File: src/include/urs_pkg.sv
// offsets, field positions, reset values and pin carriers of the reset-state register bank
package urs_pkg;

    // offsets, normal bank
    localparam logic [2:0] URS_OFS_HOLD  = 3'h0;
    localparam logic [2:0] URS_OFS_IEN   = 3'h1;
    localparam logic [2:0] URS_OFS_IST   = 3'h2;
    localparam logic [2:0] URS_OFS_LCTL  = 3'h3;
    localparam logic [2:0] URS_OFS_MCTL  = 3'h4;
    localparam logic [2:0] URS_OFS_LSTS  = 3'h5;
    localparam logic [2:0] URS_OFS_MSTS  = 3'h6;
    localparam logic [2:0] URS_OFS_SCR   = 3'h7;
    // offsets, divisor bank (line control bit 7 set)
    localparam logic [2:0] URS_OFS_DIVL  = 3'h0;
    localparam logic [2:0] URS_OFS_DIVH  = 3'h1;
    localparam logic [2:0] URS_OFS_FRAC  = 3'h2;
    // offsets, enhanced bank (line control equals the key)
    localparam logic [2:0] URS_OFS_TRIG  = 3'h0;
    localparam logic [2:0] URS_OFS_FEAT  = 3'h1;
    localparam logic [2:0] URS_OFS_EFEAT = 3'h2;
    localparam logic [2:0] URS_OFS_RES1  = 3'h4;
    localparam logic [2:0] URS_OFS_RES2  = 3'h5;
    localparam logic [2:0] URS_OFS_PAU1  = 3'h6;
    localparam logic [2:0] URS_OFS_PAU2  = 3'h7;
    localparam logic [7:0] URS_LCTL_ENH_KEY = 8'hbf;

    // field positions
    localparam int URS_LCTL_DLAB  = 7;
    localparam int URS_LCTL_BREAK = 6;
    localparam int URS_MCTL_DTR   = 0;
    localparam int URS_MCTL_RTS   = 1;
    localparam int URS_MCTL_OUT2  = 3;
    localparam int URS_IEN_MODEM  = 3;
    localparam int URS_FEAT_SWAP  = 6;
    localparam int URS_EFEAT_ENH  = 4;
    // enhanced-only bits, frozen while the enhanced enable is clear
    localparam logic [7:0] URS_IEN_ENH_MASK  = 8'hf0;
    localparam logic [7:0] URS_FCTL_ENH_MASK = 8'h38;
    localparam logic [7:0] URS_MCTL_ENH_MASK = 8'he0;
    localparam logic [7:0] URS_FRAC_ENH_MASK = 8'hff;

    // reset values
    localparam logic [7:0] URS_RST_DIVH    = 8'h00;
    localparam logic [7:0] URS_RST_DIVL    = 8'h01;
    localparam logic [7:0] URS_RST_FRAC    = 8'h00;
    localparam logic [7:0] URS_RST_HOLD    = 8'h00;
    localparam logic [7:0] URS_RST_IEN     = 8'h00;
    localparam logic [7:0] URS_RST_FCTL    = 8'h00;
    localparam logic [7:0] URS_RST_IST     = 8'h01;
    localparam logic [7:0] URS_IST_MODEM   = 8'h00;
    localparam logic [7:0] URS_RST_LCTL    = 8'h00;
    localparam logic [7:0] URS_RST_MCTL    = 8'h00;
    localparam logic [7:0] URS_RST_LSTS    = 8'h60;
    localparam logic [3:0] URS_RST_MSTS_LO = 4'h0;
    localparam logic [3:0] URS_RST_MSTS_WR = 4'h0;
    localparam logic [7:0] URS_RST_SCR     = 8'hff;
    localparam logic [7:0] URS_RST_EMODE   = 8'h00;
    localparam logic [7:0] URS_RST_LVL     = 8'h00;
    localparam logic [7:0] URS_RST_TRIG    = 8'h00;
    localparam logic [7:0] URS_RST_FEAT    = 8'h00;
    localparam logic [7:0] URS_RST_EFEAT   = 8'h00;
    localparam logic [7:0] URS_RST_FLOW    = 8'h00;

    // host bus pins and receive input
    typedef struct packed {
        logic [2:0] addr;
        logic [7:0] data;
        logic       rd_b;
        logic       wr_b;
        logic       cs_b;
        logic       rx;
    } urs_pins_t;
    localparam urs_pins_t URS_PINS_IDLE = '{addr: 3'h0, data: 8'h00, rd_b: 1'b1,
                                            wr_b: 1'b1, cs_b: 1'b1, rx: 1'b1};

    // modem inputs, ordered as the upper status nibble
    typedef struct packed {
        logic cd_b;
        logic ri_b;
        logic dsr_b;
        logic cts_b;
    } urs_modem_t;

    // synchroniser bundle: pins, modem, bus mode, power save, reset pin
    localparam int URS_SYNC_W = $bits(urs_pins_t) + $bits(urs_modem_t) + 3;
    localparam logic [URS_SYNC_W-1:0] URS_SYNC_IDLE = {URS_PINS_IDLE, 4'hf, 1'b1, 1'b0, 1'b0};

    // register selected by one access
    typedef enum logic [4:0] {
        URS_SEL_NONE, URS_SEL_RXH, URS_SEL_TXH, URS_SEL_DIVL, URS_SEL_DIVH,
        URS_SEL_FRAC, URS_SEL_IEN, URS_SEL_IST, URS_SEL_FCTL, URS_SEL_LCTL,
        URS_SEL_MCTL, URS_SEL_LSTS, URS_SEL_MSTS, URS_SEL_SCR, URS_SEL_LVL,
        URS_SEL_EMODE, URS_SEL_TRIG, URS_SEL_FEAT, URS_SEL_EFEAT, URS_SEL_RES1,
        URS_SEL_RES2, URS_SEL_PAU1, URS_SEL_PAU2
    } urs_sel_t;

endpackage : urs_pkg

File: src/core/urs_sync.sv
// two-stage synchroniser for a bundle of pin inputs
`timescale 1ns/1ps
`default_nettype none

module urs_sync #(
    parameter int             W       = 1,
    parameter logic [W-1:0]   RST_VAL = '0
) (
    input  wire logic         i_clock,
    input  wire logic         i_rst_b,
    input  wire logic [W-1:0] i_async,
    output logic [W-1:0]      o_sync
);

    typedef struct packed {
        logic [W-1:0] meta;
        logic [W-1:0] hold;
    } urs_sync_t;

    urs_sync_t st_ff;
    urs_sync_t nxt_st;

    // first stage feeds only the second
    always_comb begin
        nxt_st.meta = i_async;
        nxt_st.hold = st_ff.meta;
    end

    // both stages reset to the idle levels
    always_ff @(posedge i_clock or negedge i_rst_b) begin
        if (!i_rst_b) begin
            st_ff <= '{meta: RST_VAL, hold: RST_VAL};
        end else begin
            st_ff <= nxt_st;
        end
    end

    assign o_sync = st_ff.hold;

endmodule : urs_sync

`default_nettype wire

File: src/core/urs_bank.sv
// register bank with power-up and reset-pin defaults of a 16550-style serial port
`timescale 1ns/1ps
`default_nettype none

module urs_bank (
    input  wire logic                i_clock,
    input  wire logic                i_rst_b,
    input  wire logic                i_reset_pin,
    input  wire logic                i_bus_mode,
    input  wire logic                i_power_save,
    input  wire urs_pkg::urs_pins_t  i_pins,
    input  wire urs_pkg::urs_modem_t i_modem,
    output logic [7:0]               o_data,
    output logic                     o_data_oe,
    output logic                     o_tx,
    output logic                     o_rts_b,
    output logic                     o_dtr_b,
    output logic                     o_irq,
    output logic                     o_irq_oe
);
    import urs_pkg::*;

    typedef struct packed {
        logic [1:0][7:0] div_high;
        logic [1:0][7:0] div_low;
        logic [7:0]      frac;
        logic [7:0]      irq_en;
        logic [7:0]      fifo_ctl;
        logic [7:0]      line_ctl;
        logic [7:0]      modem_ctl;
        logic [7:0]      scratch;
        logic [7:0]      emode;
        logic [7:0]      trig;
        logic [7:0]      feat;
        logic [7:0]      efeat;
        logic [3:0][7:0] flow;
        logic [3:0]      mstat_delta;
        logic [3:0]      mstat_wr;
        urs_modem_t      modem_prev;
        logic            rd_prev;
        logic            wr_prev;
        logic [2:0]      addr_prev;
        logic [7:0]      data_prev;
        logic [7:0]      dout;
        logic            dout_oe;
        logic            tx;
        logic            rts_b;
        logic            dtr_b;
        logic            irq;
        logic            irq_oe;
    } urs_state_t;

    // power-up image; idle pin levels with the interrupt pin floating
    localparam urs_state_t PWR_UP = '{
        div_high:    '{URS_RST_DIVH, URS_RST_DIVH},
        div_low:     '{URS_RST_DIVL, URS_RST_DIVL},
        frac:        URS_RST_FRAC,
        irq_en:      URS_RST_IEN,
        fifo_ctl:    URS_RST_FCTL,
        line_ctl:    URS_RST_LCTL,
        modem_ctl:   URS_RST_MCTL,
        scratch:     URS_RST_SCR,
        emode:       URS_RST_EMODE,
        trig:        URS_RST_TRIG,
        feat:        URS_RST_FEAT,
        efeat:       URS_RST_EFEAT,
        flow:        '{default: URS_RST_FLOW},
        mstat_delta: URS_RST_MSTS_LO,
        mstat_wr:    URS_RST_MSTS_WR,
        modem_prev:  4'hf,
        addr_prev:   3'h0,
        data_prev:   8'h00,
        dout:        8'h00,
        tx:          1'b1,
        rts_b:       1'b1,
        dtr_b:       1'b1,
        irq:         1'b1,
        default:     1'b0
    };

    urs_state_t            st_ff;
    urs_state_t            nxt_st;
    logic [URS_SYNC_W-1:0] sync_in;
    logic [URS_SYNC_W-1:0] sync_out;
    urs_pins_t             pins_s;
    urs_pins_t             pins_g;
    urs_modem_t            modem_s;
    logic                  mode_s;
    logic                  ps_s;
    logic                  rpin_s;
    logic                  rd_act;
    logic                  wr_act;
    logic                  wr_commit;
    logic                  rd_done;
    logic                  pending;
    logic [3:0]            delta_set;

    // register address decode for one access
    function automatic urs_sel_t decode(input logic [2:0] a, input logic [7:0] lc,
                                        input logic swap, input logic wr);
        urs_sel_t s;
        s = URS_SEL_NONE;
        if (lc == URS_LCTL_ENH_KEY) begin
            unique case (a)
                URS_OFS_TRIG:  s = wr ? URS_SEL_TRIG : URS_SEL_LVL;
                URS_OFS_FEAT:  s = URS_SEL_FEAT;
                URS_OFS_EFEAT: s = URS_SEL_EFEAT;
                URS_OFS_LCTL:  s = URS_SEL_LCTL;
                URS_OFS_RES1:  s = URS_SEL_RES1;
                URS_OFS_RES2:  s = URS_SEL_RES2;
                URS_OFS_PAU1:  s = URS_SEL_PAU1;
                URS_OFS_PAU2:  s = URS_SEL_PAU2;
            endcase
        end else if (lc[URS_LCTL_DLAB] && (a == URS_OFS_DIVL)) begin
            s = URS_SEL_DIVL;
        end else if (lc[URS_LCTL_DLAB] && (a == URS_OFS_DIVH)) begin
            s = URS_SEL_DIVH;
        end else if (lc[URS_LCTL_DLAB] && (a == URS_OFS_FRAC)) begin
            s = URS_SEL_FRAC;
        end else begin
            unique case (a)
                URS_OFS_HOLD: s = wr ? URS_SEL_TXH : URS_SEL_RXH;
                URS_OFS_IEN:  s = URS_SEL_IEN;
                URS_OFS_IST:  s = wr ? URS_SEL_FCTL : URS_SEL_IST;
                URS_OFS_LCTL: s = URS_SEL_LCTL;
                URS_OFS_MCTL: s = URS_SEL_MCTL;
                URS_OFS_LSTS: s = URS_SEL_LSTS;
                URS_OFS_MSTS: s = URS_SEL_MSTS;
                URS_OFS_SCR:  s = swap ? (wr ? URS_SEL_EMODE : URS_SEL_LVL) : URS_SEL_SCR;
            endcase
        end
        return s;
    endfunction : decode

    // write that leaves enhanced-only bits frozen unless enabled
    function automatic logic [7:0] guard(input logic [7:0] old, input logic [7:0] din,
                                         input logic [7:0] mask, input logic en);
        return en ? din : ((old & mask) | (din & ~mask));
    endfunction : guard

    // pin inputs pass two flip-flops first
    assign sync_in = {i_pins, i_modem, i_bus_mode, i_power_save, i_reset_pin};

    urs_sync #(
        .W       (URS_SYNC_W),
        .RST_VAL (URS_SYNC_IDLE)
    ) u_sync (
        .i_clock (i_clock),
        .i_rst_b (i_rst_b),
        .i_async (sync_in),
        .o_sync  (sync_out)
    );

    assign {pins_s, modem_s, mode_s, ps_s, rpin_s} = sync_out;

    // power save isolates bus and receive; modem, mode, reset stay live
    assign pins_g = ps_s ? URS_PINS_IDLE : pins_s;

    // strobe mode uses both strobes, select mode uses the write pin as direction
    assign rd_act    = ~pins_g.cs_b & (mode_s ? ~pins_g.rd_b : pins_g.wr_b);
    assign wr_act    = ~pins_g.cs_b & ~pins_g.wr_b;
    assign wr_commit = st_ff.wr_prev & ~wr_act;
    assign rd_done   = st_ff.rd_prev & ~rd_act;
    assign pending   = (|st_ff.mstat_delta) & st_ff.irq_en[URS_IEN_MODEM];

    // modem change detectors
    assign delta_set[0] = st_ff.modem_prev.cts_b ^ modem_s.cts_b;
    assign delta_set[1] = st_ff.modem_prev.dsr_b ^ modem_s.dsr_b;
    assign delta_set[2] = ~st_ff.modem_prev.ri_b & modem_s.ri_b;
    assign delta_set[3] = st_ff.modem_prev.cd_b ^ modem_s.cd_b;

    // next state: bus access, status, reset pin, output pins
    always_comb begin
        logic en;
        logic rd_clr;
        logic nxt_pend;
        nxt_st = st_ff;
        en = st_ff.efeat[URS_EFEAT_ENH];
        rd_clr = 1'b0;
        nxt_pend = 1'b0;
        nxt_st.rd_prev = rd_act;
        nxt_st.wr_prev = wr_act;
        if (rd_act || wr_act) begin
            nxt_st.addr_prev = pins_g.addr;
            nxt_st.data_prev = pins_g.data;
        end
        // committed write at the end of the write strobe
        if (wr_commit) begin
            unique case (decode(st_ff.addr_prev, st_ff.line_ctl, st_ff.feat[URS_FEAT_SWAP], 1'b1))
                URS_SEL_DIVL:  nxt_st.div_low = {2{st_ff.data_prev}};
                URS_SEL_DIVH:  nxt_st.div_high = {2{st_ff.data_prev}};
                URS_SEL_FRAC:  nxt_st.frac = guard(st_ff.frac, st_ff.data_prev,
                                                   URS_FRAC_ENH_MASK, en);
                URS_SEL_IEN:   nxt_st.irq_en = guard(st_ff.irq_en, st_ff.data_prev,
                                                     URS_IEN_ENH_MASK, en);
                URS_SEL_FCTL:  nxt_st.fifo_ctl = guard(st_ff.fifo_ctl, st_ff.data_prev,
                                                       URS_FCTL_ENH_MASK, en);
                URS_SEL_LCTL:  nxt_st.line_ctl = st_ff.data_prev;
                URS_SEL_MCTL:  nxt_st.modem_ctl = guard(st_ff.modem_ctl, st_ff.data_prev,
                                                        URS_MCTL_ENH_MASK, en);
                URS_SEL_MSTS:  nxt_st.mstat_wr = st_ff.data_prev[7:4];
                URS_SEL_SCR:   nxt_st.scratch = st_ff.data_prev;
                URS_SEL_EMODE: nxt_st.emode = st_ff.data_prev;
                URS_SEL_TRIG:  nxt_st.trig = st_ff.data_prev;
                URS_SEL_FEAT:  nxt_st.feat = st_ff.data_prev;
                URS_SEL_EFEAT: nxt_st.efeat = st_ff.data_prev;
                URS_SEL_RES1:  nxt_st.flow[0] = st_ff.data_prev;
                URS_SEL_RES2:  nxt_st.flow[1] = st_ff.data_prev;
                URS_SEL_PAU1:  nxt_st.flow[2] = st_ff.data_prev;
                URS_SEL_PAU2:  nxt_st.flow[3] = st_ff.data_prev;
                default:       nxt_st.data_prev = st_ff.data_prev;
            endcase
        end
        // read data driven while the read strobe stands
        nxt_st.dout_oe = rd_act;
        nxt_st.dout = 8'h00;
        if (rd_act) begin
            unique case (decode(pins_g.addr, st_ff.line_ctl, st_ff.feat[URS_FEAT_SWAP], 1'b0))
                URS_SEL_DIVL:  nxt_st.dout = st_ff.div_low[0];
                URS_SEL_DIVH:  nxt_st.dout = st_ff.div_high[0];
                URS_SEL_FRAC:  nxt_st.dout = st_ff.frac;
                URS_SEL_RXH:   nxt_st.dout = URS_RST_HOLD;
                URS_SEL_IEN:   nxt_st.dout = st_ff.irq_en;
                URS_SEL_IST:   nxt_st.dout = pending ? URS_IST_MODEM : URS_RST_IST;
                URS_SEL_LCTL:  nxt_st.dout = st_ff.line_ctl;
                URS_SEL_MCTL:  nxt_st.dout = st_ff.modem_ctl;
                URS_SEL_LSTS:  nxt_st.dout = URS_RST_LSTS;
                URS_SEL_MSTS:  nxt_st.dout = {~modem_s, st_ff.mstat_delta};
                URS_SEL_SCR:   nxt_st.dout = st_ff.scratch;
                URS_SEL_LVL:   nxt_st.dout = URS_RST_LVL;
                URS_SEL_FEAT:  nxt_st.dout = st_ff.feat;
                URS_SEL_EFEAT: nxt_st.dout = st_ff.efeat;
                URS_SEL_RES1:  nxt_st.dout = st_ff.flow[0];
                URS_SEL_RES2:  nxt_st.dout = st_ff.flow[1];
                URS_SEL_PAU1:  nxt_st.dout = st_ff.flow[2];
                URS_SEL_PAU2:  nxt_st.dout = st_ff.flow[3];
                default:       nxt_st.dout = 8'h00;
            endcase
        end
        // modem deltas clear at the end of their read; a new change wins
        if (rd_done) begin
            rd_clr = decode(st_ff.addr_prev, st_ff.line_ctl, st_ff.feat[URS_FEAT_SWAP], 1'b0)
                     == URS_SEL_MSTS;
        end
        nxt_st.mstat_delta = (rd_clr ? 4'h0 : st_ff.mstat_delta) | delta_set;
        nxt_st.modem_prev = modem_s;
        // reset pin: everything to defaults except the divisor latches; the modem change detector reloads the live inputs
        if (rpin_s) begin
            nxt_st = PWR_UP;
            nxt_st.div_high = st_ff.div_high;
            nxt_st.div_low = st_ff.div_low;
            nxt_st.mstat_delta = URS_RST_MSTS_LO;
            nxt_st.mstat_wr = URS_RST_MSTS_WR;
            nxt_st.modem_prev = modem_s;
        end
        // output pins follow the next register image
        nxt_pend = (|nxt_st.mstat_delta) & nxt_st.irq_en[URS_IEN_MODEM];
        nxt_st.tx = ~nxt_st.line_ctl[URS_LCTL_BREAK];
        nxt_st.rts_b = ~nxt_st.modem_ctl[URS_MCTL_RTS];
        nxt_st.dtr_b = ~nxt_st.modem_ctl[URS_MCTL_DTR];
        if (mode_s) begin
            nxt_st.irq_oe = nxt_st.modem_ctl[URS_MCTL_OUT2];
            nxt_st.irq = nxt_pend;
        end else begin
            nxt_st.irq_oe = 1'b1;
            nxt_st.irq = ~nxt_pend;
        end
    end

    // power-up loads the full default image including the divisors
    always_ff @(posedge i_clock or negedge i_rst_b) begin
        if (!i_rst_b) begin
            st_ff <= PWR_UP;
        end else begin
            st_ff <= nxt_st;
        end
    end

    assign o_data    = st_ff.dout;
    assign o_data_oe = st_ff.dout_oe;
    assign o_tx      = st_ff.tx;
    assign o_rts_b   = st_ff.rts_b;
    assign o_dtr_b   = st_ff.dtr_b;
    assign o_irq     = st_ff.irq;
    assign o_irq_oe  = st_ff.irq_oe;
endmodule : urs_bank

`default_nettype wire

File: config.mk
export PLATFORM = sky130hd
export DESIGN_NAME = urs_bank
export DESIGN_NICKNAME = d
export VERILOG_FILES = /design/src/include/urs_pkg.sv /design/src/core/urs_sync.sv /design/src/core/urs_bank.sv
export SDC_FILE = /design/constraint.sdc
export NUM_CORES = 1
export LEC_CHECK = 0
export ABC_AREA = 1
export CORE_UTILIZATION = 40
export DETAILED_ROUTE_END_ITERATION = 12
export DONT_BUFFER_PORTS = 1
export HOLD_SLACK_MARGIN = 0.1
export RECOVER_POWER = 50
export SLEW_MARGIN = 15
export SYNTH_ARGS = -nofsm -noshare
export SYNTH_HDL_FRONTEND = slang
export SYNTH_SLANG_ARGS = --single-unit
File: constraint.sdc
create_clock -name i_clock -period 3.7 [get_ports i_clock]
set_input_delay 0.74 -clock i_clock [delete_from_list [all_inputs] [get_ports i_clock]]
set_output_delay 0.74 -clock i_clock [all_outputs]
set_load 0.05 [all_outputs]
Yosys cells after proc, flatten, opt, wreduce, memory -nomap -nowiden:

Memory sizes are Yosys's and may differ from the RTL's.
Cells that the tools add are included.

* equal/unequal tests: 50
* multiplexer cells: 53
* bitwise logic cells: 26
* reduce and logical (&&, ||, !) cells: 41

Operator list (count)
* 2-to-1 mux 8 bit: 21
* 2-to-1 mux 151 bit: 1
* case mux 8 bit (16 select lines): 1
* case mux 5 bit (8 select lines): 3
* 2-to-1 mux 112 bit: 1
* 2-to-1 mux 5 bit: 15
* == test 5 bit, second input constant: 13
* == test 5 x 4 -> 1 bit, second input constant: 12
* == test 5 x 3 -> 1 bit, second input constant: 7
* nonzero test 2 bit: 15
* == test 3 bit, second input constant: 8
* AND reduction 2 bit: 11
* OR reduction 17 bit: 1
* 2-to-1 mux 15 bit: 1
* == test 3 x 2 -> 1 bit, second input constant: 4
* 2-to-1 mux 4 bit: 3
* 2-to-1 mux 11 bit: 1
* inverter 1 bit: 11
* == test 5 x 2 -> 1 bit, second input constant: 2
* AND reduction 3 bit: 3
* == test 8 bit, second input constant: 1
* OR 6 x 8 -> 8 bit: 1
* OR 8 x 4 -> 8 bit: 1
* OR 8 x 5 -> 8 bit: 1
* 12 further kinds: 32

* register bits: 189
* memory bits (read-only): 120
* output and inout port bits: 14
* logic and storage cells: 208
* memories kept: 3

Memory list
* (name not given): depth 8, bits a word 5, read ports 1, clocked after memory_dff 0, write ports 0, line urs_bank.sv:104 `unique case (a)`
* (name not given): depth 8, bits a word 5, read ports 1, clocked after memory_dff 0, write ports 0, line urs_bank.sv:104
* (name not given): depth 8, bits a word 5, read ports 1, clocked after memory_dff 0, write ports 0, line urs_bank.sv:104

Logic depth before layout (Yosys ltp):

Gate-level depths: netlist of run 1.

* depth in word-level cells: 16
* depth in mapped cells: 19
* mapped depth without buffers: 19

Cells and area by module:

From an unflattened synthesis of run 1, not the netlist that was laid out.

* cells, all modules: 1067
* area, all modules: 8819.7 um^2

By module, submodules not included
* urs_bank: times used 1, cells each 1023, area each 7696.1 um^2, sequential area each 3474.6 um^2
* urs_sync: times used 1, cells each 44, area each 1123.6 um^2, sequential area each 1123.6 um^2

Worst setup path after synthesis of run 1:

Ideal clock, no wire load.

* path type: register to register
* from: reg u_sync.st_ff, in the netlist u_sync.o_sync[1]
* to: reg st_ff, in the netlist o_data[1]
* library setup time: 0.121 ns
* arrival: 2.125 ns
* slack: 1.455 ns
* stages on the path, launching flop included: 19
* clock period less this slack: 2.245 ns
* cells stage by stage: dfrtp_1 inv_2 nand2_1 ha_1 inv_1 nand2_1 nor2_2 nor2_1 nand2_1 nand2_1 nand2_4 nor2_4 buf_6 nand2_1 nand2_1 nor2_1 nand3_2 nand2_2 nor2_1

RTL lines
* start: declaration: line urs_sync.sv:20 `urs_sync_t st_ff;`
* start signal: assignment: line urs_sync.sv:32 `st_ff <= '{meta: RST_VAL, hold: RST_VAL};`
* start signal: assignment: line urs_sync.sv:34 `st_ff <= nxt_st;`
* end signal: assignment: line urs_bank.sv:275 `st_ff <= nxt_st;`
* end: declaration: line urs_bank.sv:81 `urs_state_t st_ff;`

==> results.json, run 1 <==
{
  "drv_slew": 0,
  "die-area_mm2": 0.0223,
  "layout.nets": 1084,
  "core_area_mm2": 0.0212,
  "synth_edf_count": 0,
  "outcome": "finished with violations",
  "grt_max_degree": 181,
  "clk_path_buf_depth": 2,
  "cts.clk_slew.worst_paths_ns": 0.07,
  "powerDensity_mw_per_mm2": 446,
  "p_comb_share_pct": 7.5,
  "cts-buffers-inserted": 17,
  "holdWs_ns": -0.00559,
  "timing.final.crit_period_ns": 3.11,
  "wl_per_cell_um": 17.3,
  "grt-ovfl-total": 0,
  "antenna_found_initial": 0,
  "worstPathCellList": "inv_2, nand2_1, ha_1, o211ai_1, nand2_1, o21ai_1, nand2_1, nor2_1, buf_4, nand2_1, o21ai_0, inv_1, nand2_1, nor2_1, nor2_1",
  "tns_ns": 0,
  "yosysTopAreaCellShare_pct": 42.3,
  "drv_cap": 0,
  "yosys_register_bits": 180,
  "peakVddDrop_mv": 0.272,
  "yosys_warnings": 0,
  "postCtsSetupBuffers": 0,
  "cts-root-buf": "clkbuf_16",
  "synth_most_common_cell": "nand2_1",
  "drt.antenna.violating_nets": 0,
  "p_sw_share_pct": 27.2,
  "die_x_um": 149,
  "crit_fanout": 15,
  "max_slew.worst_pin.slew_ns": 0.824,
  "start_util_pct": 41.1,
  "htree_num_levels": 4,
  "final_area_mm2": 0.00947,
  "cts.sinks": 180,
  "cp_slowest_cell": "dfrtp_1",
  "synth_area_per_cell_um2": 8.20,
  "arrival_ns": 3.46,
  "place.gp.congestion": 0.909,
  "clkPwrFrac_pct": 43.5,
  "critPathKind": "reg -> reg",
  "synthToLayoutAreaGrowth_pct": 8.93,
  "rsz0062_at_grt": "false",
  "min_period_over_period_pct": 83.9,
  "placed_area_mm2": 0.00888,
  "synth_cell_types": 42,
  "via_count": 7034,
  "io_pins": 38,
  "synthCells": 1060,
  "clock_skew_ns": 0.0119,
  "cts_tree": "yes",
  "ys_seq_area_share_pct": 52.3,
  "synth_top_area_cell": "dfrtp_1",
  "layout-drive-gt1-share_pct": 12.1,
  "drt-initial-drc-count": 679,
  "hp-class": "in -> async",
  "rows": 53,
  "ys.flop_type": "dfrtp_1",
  "netlist_top_cells_count": "284 x nand2_1, 147 x dfrtp_1, 124 x nand3_1",
  "syn_area_mm2": 0.00869,
  "syn_nets": 1093,
  "slew_headroom_pct": 44.3,
  "crit_family": "simple AND/OR/NAND/NOR gates",
  "dp_hpwl_um": 16300,
  "drc": 0,
  "grt_usage_pct": 22.4,
  "seq_power_share_pct": 49.0,
  "p_switching_mw": 1.15,
  "cp_num_buf_inv": 3,
  "drt-total-wl_um": 23100,
  "grt_pass1_wl_um": 37300,
  "async_flop_share_pct": 100,
  "crit_top_cell": "nand2_1",
  "ctsResizeCount": 0,
  "end_kind": "flop",
  "num_antenna_cells": 0,
  "clkLatencyLatePin_ns": 0.44,
  "die_h_um": 149,
  "routed_via_density": 5.25,
  "internal_power_mw": 3.08,
  "worstPathRequired_ns": 4.06,
  "slowest_delay_ns": 0.46,
  "fmax_mhz": 322,
  "dr.pass1.iters": 5,
  "critical_path.startpoint_type": "flop",
  "power_mw": 4.23,
  "p_leak_nw": 4.58,
  "io_buffer_count": 0,
  "setup_viol": 0,
  "synth.area.top_cells": "dfrtp_1 42%, nand2_1 12%, dfstp_2 10%, nand3_1 7.1%, nor2_1 5.3%",
  "failed_checks": "hold timing",
  "hold_violations": 14,
  "grt_pass1_vias": 6715
}
-- final timing paths --
| check | depth (start not counted) | to | from | slack [ns] |
|---|---|---|---|---|
| setup / recovery | 15 | o_data[7] | u_sync.o_sync[1] | 0.59 |
| max in group asynchronous | 0 | u_sync.o_sync[8] | i_rst_b | 3.36 |
| min in group i_clock | 0 | u_sync.nxt_st[10] | i_pins[3] | 0.29 |
| hold / removal | 0 | o_data[7] | i_rst_b | -0.006 |
| hold reg to reg | 0 | u_sync.o_sync[0] | u_sync.nxt_st[0] | 0.35 |
| setup reg to reg | 15 | o_data[7] | u_sync.o_sync[1] | 0.59 |
-- per-layer routing --
layer	vias to the layer above	track usage, %	wire length [um]
met1	3348	30.9	10700
met2	233	33.8	10200
met5	-	0	0
met3	42	5.38	1640
met4	0	8.32	547
li1	3411	-	-
-- worst reg2reg max path, cell delays in order, from the launching register on --
cell	delay (ns)
dfrtp_1	0.46
inv_2	0.27
nand2_1	0.18
ha_1	0.29
o211ai_1	0.24
nand2_1	0.11
o21ai_1	0.24
nand2_1	0.12
nor2_1	0.11
buf_4	0.14
nand2_1	0.16
o21ai_0	0.33
inv_1	0.08
nand2_1	0.12
nor2_1	0.06
nor2_1	0.13
-- power groups by stage --
| stage | Sequential, mW | Clock, mW | Combinational (mW) |
|---|---|---|---|
| global placement | 2.11 | 0 | 0.309 |
| detailed placement | 2.11 | 0 | 0.309 |
| CTS | 2.07 | 1.88 | 0.311 |
| finish | 2.07 | 1.84 | 0.315 |
| floorplan | 2.09 | 0 | 0.232 |
| global route | 2.08 | 1.96 | 0.348 |
-- logic make-up (layout without fill, tap and decap cells) --
logic type	after synthesis	in the layout	share of synthesized area (%)
muxes	2	2	0.259
DFF	180	180	52.3
adders and majority gates	9	9	1.30
buffers and inverters	139	143	7.04
xor gates and xnor gates	4	4	0.403
and+or+nand+nor	594	594	30.1
AOI/OAI and AO/OA	132	132	8.64
-- cells in the final DEF, fill, tap and decap left out, types with 13 or more instances in the layout --
cell / instances
nand2_1: 284
dfrtp_1: 147
nand3_1: 124
nor2_1: 122
inv_1: 87
o21ai_0: 60
dfstp_2: 33
a21oi_1: 26
nand4_1: 24
clkbuf_16: 17
o21ai_1: 16
inv_2: 13
-- layout make-up --
type / instances / area [um2]
Sequential cell: 180 / 4550
Multi-Input combinational cell: 741 / 3530
Timing Repair Buffer: 10 / 75.1
Tap cell: 275 / 344
Inverter: 101 / 379
Clock buffer: 18 / 429
Fill cell: 2054 / 11700
Clock inverter: 14 / 160
-- through the flow --
| step | setup slack, ns | cells | utilization (%) |
|---|---|---|---|
| 2_1_floorplan | 1.45 | 1060 | - |
| 3_3_place_gp | 0.710 | 1307 | 42.0 |
| 3_5_place_dp | 0.683 | 1307 | 42.0 |
| 4_1_cts | 0.657 | 1339 | 44.7 |
| 5_1_grt | 0.364 | 1339 | 44.7 |
| 6_report | 0.595 | 1339 | 44.7 |
-- flip-flops by register name, indices dropped and copies added, names as in the netlist --
signal         cells
o_irq_oe           1
st_ff            124
o_tx               1
o_dtr_b            1
u_sync.nxt_st     21
o_data_oe          1
u_sync.o_sync     21
o_data             8
o_irq              1
o_rts_b            1
Power figures use the tool's default switching activity.
==> run 2: changes to the inputs <==
==> constraint.sdc (replaced) <==
create_clock -name i_clock -period 3.1 [get_ports i_clock]
set_input_delay 0.62 -clock i_clock [delete_from_list [all_inputs] [get_ports i_clock]]
set_output_delay 0.62 -clock i_clock [all_outputs]
set_load 0.05 [all_outputs]
==> results.json, run 2 (synthesized netlist as in run 1, its figures left out) <==
{
  "cts-root-buf": "clkbuf_16",
  "end_kind": "flop",
  "cts.sinks": 180,
  "layout_common_cells": "284 x nand2_1, 147 x dfrtp_1, 124 x nand3_1, 121 x nor2_1, 87 x inv_1",
  "drc": 0,
  "layout-drive-gt1-share_pct": 13.5,
  "failed_checks": "hold timing",
  "via_count": 7078,
  "r2r_end": "o_data[1]",
  "powerDensity_mw_per_mm2": 522,
  "largest_register_ffs": 124,
  "place_inst": 1317,
  "worstPathRequired_ns": 3.48,
  "routed_via_density": 5.24,
  "worstPathCellList": "inv_2, nand2_1, ha_1, inv_1, nand2_1, nor2_2, nor2_1, nand2_1, nand2_2, nand2_4, nand2_4, nor2_8, nand2_1, o21ai_0, inv_1, nand2_1, nor2_1, nor2_1",
  "io_pins": 38,
  "grt-ovfl-total": 0,
  "num_antenna_cells": 0,
  "setup_viol": 0,
  "antenna_found_initial": 0,
  "max_slew.worst_pin.slew_ns": 0.821,
  "clk_path_buf_depth": 2,
  "crit_fanout": 14,
  "rows": 53,
  "tns_ns": 0,
  "die_x_um": 149,
  "core_area_mm2": 0.0212,
  "layout_commonest_cell": "nand2_1",
  "crit_family": "simple AND/OR/NAND/NOR gates",
  "grt_pass1_vias": 6727,
  "critical_path.startpoint_type": "flop",
  "outcome": "finished with violations",
  "cp_slowest_cell": "dfrtp_1",
  "htree_num_levels": 4,
  "crit_top_cell": "nand2_1",
  "peakVddDrop_mv": 0.360,
  "rsz0062_at_grt": "false",
  "grt_max_degree": 181,
  "worstReg2RegStart": "u_sync.o_sync[1]",
  "wl_per_cell_um": 17.3,
  "layout.nets": 1096,
  "die-area_mm2": 0.0223,
  "arrival_ns": 3.27,
  "die_h_um": 149,
  "min_period_over_period_pct": 93.2,
  "cts.clk_slew.worst_paths_ns": 0.08,
  "place.gp.congestion": 0.925,
  "fmax_mhz": 346,
  "r2r_setup_slack_ns": 0.21,
  "cts_tree": "yes",
  "critPathKind": "reg -> reg",
  "hp-class": "in -> async",
  "p_leak_nw": 4.63,
  "dp_hpwl_um": 16600,
  "drt-initial-drc-count": 633,
  "final_cell_count_no_fill": 1351,
  "post-route-util_pct": 45.3,
  "clock_skew_ns": 0.0122,
  "slew_headroom_pct": 45.1,
  "drv_cap": 0,
  "reg2regPathDepth": 18,
  "io_buffer_count": 0,
  "grt_pass1_wl_um": 37200,
  "drt.antenna.violating_nets": 0,
  "dr.pass1.iters": 5,
  "preCtsSetupSlack_ns": 0.221,
  "setup_ws_ns": 0.212,
  "drv_slew": 0,
  "hold_violations": 147,
  "grt_usage_pct": 22.5,
  "nFillCells": 2057,
  "drt-total-wl_um": 23400,
  "timing.final.crit_period_ns": 2.89,
  "slowest_delay_ns": 0.46,
  "synthToLayoutAreaGrowth_pct": 10.3,
  "cp_num_buf_inv": 3,
  "power_mw": 5.00,
  "holdWs_ns": -0.139,
  "start_util_pct": 41.1,
  "cts-buffers-inserted": 17,
  "clkLatencyLatePin_ns": 0.45,
  "top_register": "st_ff"
}
==> run 2: worst register-to-register path, delay by kind of cell (launching register included) <==
kind,cells,cell delay (ns)
and+or+nand+nor,13,1.46
DFF,1,0.46
AOI/OAI and AO/OA,1,0.37
adders and majority gates,1,0.28
buffers and inverters,3,0.25
==> run 2: layout make-up <==
cell class              count  area (um2)  area share [%]
repair buffers             22         181            1.89
inverters                 101         379            3.96
clock buffers              17         425            4.44
multi-input cells         741        3550            37.0
well taps                 275         344            3.59
flip-flops and latches    180        4550            47.4
clock inverters            15         159            1.66
==> run 2: repair_timing <==
item,4_1_cts,5_1_grt
gates resized for setup,0,7
endpoints found under the hold margin,180,148
setup endpoints to repair,0,8
setup buffers,0,2
==> run 2: metal layers <==
metal	global-route usage [%]	wire length [um]	share of wire, %
met2	34.5	10600	45
met4	6.73	417	1.8
met5	0	0	0
met1	31.4	10900	47
met3	5.05	1470	6.3
==> run 2: through the flow <==
stage | hold slack [ns] | area [um2]
after global routing | -0.158 | 9580
after global placement | 0.331 | 8960
after floorplan | 0.324 | 8690
final | -0.139 | 9580
after detailed placement | 0.329 | 8960
after CTS | -0.148 | 9550
==> run 2: power breakdown <==
part | internal [mW] | leakage, nW | switching [mW]
combinational | 0.107 | 2.05 | 0.276
clock | 1.08 | 0.278 | 1.07
sequential | 2.42 | 2.30 | 0.0494
total | 3.61 | 4.63 | 1.40
==> run 2: worst max-delay path by stage <==
stage / from / to / slack (ns) / depth (start not counted)
2_1_floorplan: u_sync.o_sync[1] / o_data[1] / 0.85 / 18
3_3_place_gp: u_sync.o_sync[19] / o_data[7] / 0.27 / 18
3_5_place_dp: u_sync.o_sync[19] / o_data[7] / 0.22 / 18
4_1_cts: u_sync.o_sync[1] / o_data[7] / 0.21 / 17
5_1_grt: u_sync.o_sync[1] / o_data[1] / 0.0001 / 18
6_report: u_sync.o_sync[1] / o_data[1] / 0.21 / 18
==> run 3: changes to the inputs <==
--- a/config.mk
+++ b/config.mk
@@ -5,7 +5,6 @@
 export SDC_FILE = /design/constraint.sdc
 export NUM_CORES = 1
 export LEC_CHECK = 0
-export ABC_AREA = 1
 export CORE_UTILIZATION = 40
 export DETAILED_ROUTE_END_ITERATION = 12
 export DONT_BUFFER_PORTS = 1
==> results.json, run 3 <==
{
  "outcome": "finished with violations",
  "failed_checks": "hold timing",
  "syn_nets": 831,
  "layout-drive-gt1-share_pct": 27.3,
  "start_util_pct": 41.1,
  "r2r_setup_slack_ns": 0.09,
  "top_register": "st_ff",
  "yosys_warnings": 0,
  "critPathKind": "reg -> reg",
  "cts_tree": "yes",
  "hold_violations": 147,
  "powerDensity_mw_per_mm2": 495,
  "cts-buffers-inserted": 17,
  "synthToLayoutAreaGrowth_pct": 15.7,
  "max_slew.worst_pin.slew_ns": 0.791,
  "drt.antenna.violating_nets": 0,
  "end_kind": "flop",
  "grt_max_degree": 181,
  "fmax_mhz": 332,
  "drv_slew": 0,
  "synth_area_per_cell_um2": 10.9,
  "clkLatencyLatePin_ns": 0.43,
  "post-route-util_pct": 47.6,
  "yosys_register_bits": 180,
  "holdWs_ns": -0.115,
  "htree_num_levels": 4,
  "wl_per_cell_um": 22.0,
  "cp_slowest_cell": "dfrtp_1",
  "cts-root-buf": "clkbuf_16",
  "layout.nets": 880,
  "synth_top_area_cell": "dfrtp_1",
  "dp_hpwl_um": 17400,
  "p_leak_nw": 4.35,
  "worstPathRequired_ns": 3.37,
  "worstPathCellList": "nand4b_2, nor2_2, buf_4, o31a_1, nor2_1, or3_1, o41ai_2, buf_4, a31oi_1",
  "yosysTopAreaCellShare_pct": 42.3,
  "setup_viol": 0,
  "slowest_delay_ns": 0.46,
  "synth_most_common_cell": "dfrtp_1",
  "postCtsSetupBuffers": 0,
  "synth_cell_types": 82,
  "place.gp.congestion": 0.867,
  "hp-class": "in -> async",
  "async_flop_share_pct": 100,
  "drt-total-wl_um": 25000,
  "core_area_mm2": 0.0212,
  "crit_family": "simple AND/OR/NAND/NOR gates",
  "clk_path_buf_depth": 2,
  "layout_commonest_cell": "dfrtp_1",
  "ys.flop_type": "dfrtp_1",
  "power_mw": 4.99,
  "slew_headroom_pct": 46.8,
  "drt-initial-drc-count": 648,
  "dr.pass1.iters": 5,
  "die_x_um": 149,
  "io_pins": 38,
  "drv_cap": 0,
  "antenna_found_initial": 0,
  "syn_area_mm2": 0.00870,
  "grt-ovfl-total": 0,
  "via_count": 6619,
  "min_period_over_period_pct": 97.1,
  "ys_seq_area_share_pct": 52.2,
  "grt_pass1_vias": 6484,
  "critical_path.startpoint_type": "flop",
  "netlist_top_cells_count": "147 x dfrtp_1, 77 x nand2_1, 63 x mux2_2",
  "grt_pass1_wl_um": 38500,
  "peakVddDrop_mv": 0.359,
  "io_buffer_count": 0,
  "rows": 53,
  "cts.clk_slew.worst_paths_ns": 0.07,
  "grt_usage_pct": 23.4,
  "cp_num_buf_inv": 2,
  "largest_register_ffs": 124,
  "crit_fanout": 9,
  "clock_skew_ns": 0.00894,
  "rsz0062_at_grt": "true",
  "crit_top_cell": "buf_4",
  "die-area_mm2": 0.0223,
  "die_h_um": 149,
  "synth.area.top_cells": "dfrtp_1 42%, dfstp_2 10%, mux2_2 8.2%, mux2i_1 3.5%, nand2_1 3.3%",
  "arrival_ns": 3.28,
  "timing.final.crit_period_ns": 3.01,
  "synthCells": 798,
  "routed_via_density": 5.83,
  "num_antenna_cells": 0,
  "cts.sinks": 180,
  "drc": 0,
  "layout_common_cells": "146 x dfrtp_1, 77 x nand2_1, 71 x buf_4, 63 x mux2_2, 46 x a21oi_1",
  "synth_edf_count": 0
}
-- run 3: area by class of cell --
type / instances / area, um2
clock inverter: 10 / 85.1
fill: 1901 / 11100
clock buffer: 22 / 475
sequential: 180 / 4550
multi-input combinational: 548 / 3890
tap: 275 / 344
inverter: 23 / 86.3
timing repair buffer: 77 / 644
-- run 3: repair_timing --
action / in CTS / in global routing
gates resized for setup: 0 / 7
endpoints found under the setup margin: 0 / 49
endpoints found under the hold margin: 180 / 180
-- run 3: power breakdown --
group | switching [mW] | leakage, nW | internal, mW | total (mW)
Clock | 0.967 | 0.280 | 1.12 | 2.09
Combinational | 0.260 | 1.75 | 0.171 | 0.431
Sequential | 0.0587 | 2.33 | 2.41 | 2.47
-- run 3: metal layers --
metal / share of wire, % / global-route usage (%) / wire, um / vias up
met5: 0 / 0 / 0 / -
met4: 1.4 / 5.71 / 338 / 0
met3: 6.0 / 4.21 / 1490 / 21
met2: 47 / 36.8 / 11700 / 197
met1: 46 / 33.3 / 11400 / 3383
li1: - / - / - / 3018
-- run 3: through the flow --
| stage | hold slack, ns | cells | worst slack (ns) | setup TNS, ns | area (um2) |
|---|---|---|---|---|---|
| final | -0.115 | 1135 | 0.0906 | 0 | 10100 |
| after global routing | -0.144 | 1135 | -0.0172 | -0.0702 | 10100 |
| after CTS | -0.131 | 1135 | 0.0383 | 0 | 10000 |
| after detailed placement | 0.331 | 1103 | 0.0504 | 0 | 9480 |
| after global placement | 0.331 | 1103 | 0.0708 | 0 | 9480 |
| after floorplan | 0.324 | 798 | 0.199 | 0 | 8700 |
-- run 3: logic make-up after synthesis --
family | after synthesis | share of synthesized area, %
xor+xnor | 6 | 0.604
fa+ha+maj | 9 | 1.29
buf+inv | 70 | 3.67
compound gates | 205 | 16.9
simple gates | 235 | 13.7
flops | 180 | 52.2
mux | 93 | 11.6
-- run 3: path summary, 6_finish.rpt --
check | start | to | depth (start not counted)
min | i_rst_b | st_ff[112] | 0
max reg2reg | st_ff[125] | o_data[4] | 9
min reg2reg | u_sync.nxt_st[16] | u_sync.o_sync[16] | 0
max | st_ff[125] | o_data[4] | 9
max in group asynchronous | i_rst_b | st_ff[103] | 0
min in group i_clock | i_pins[2] | u_sync.nxt_st[9] | 0
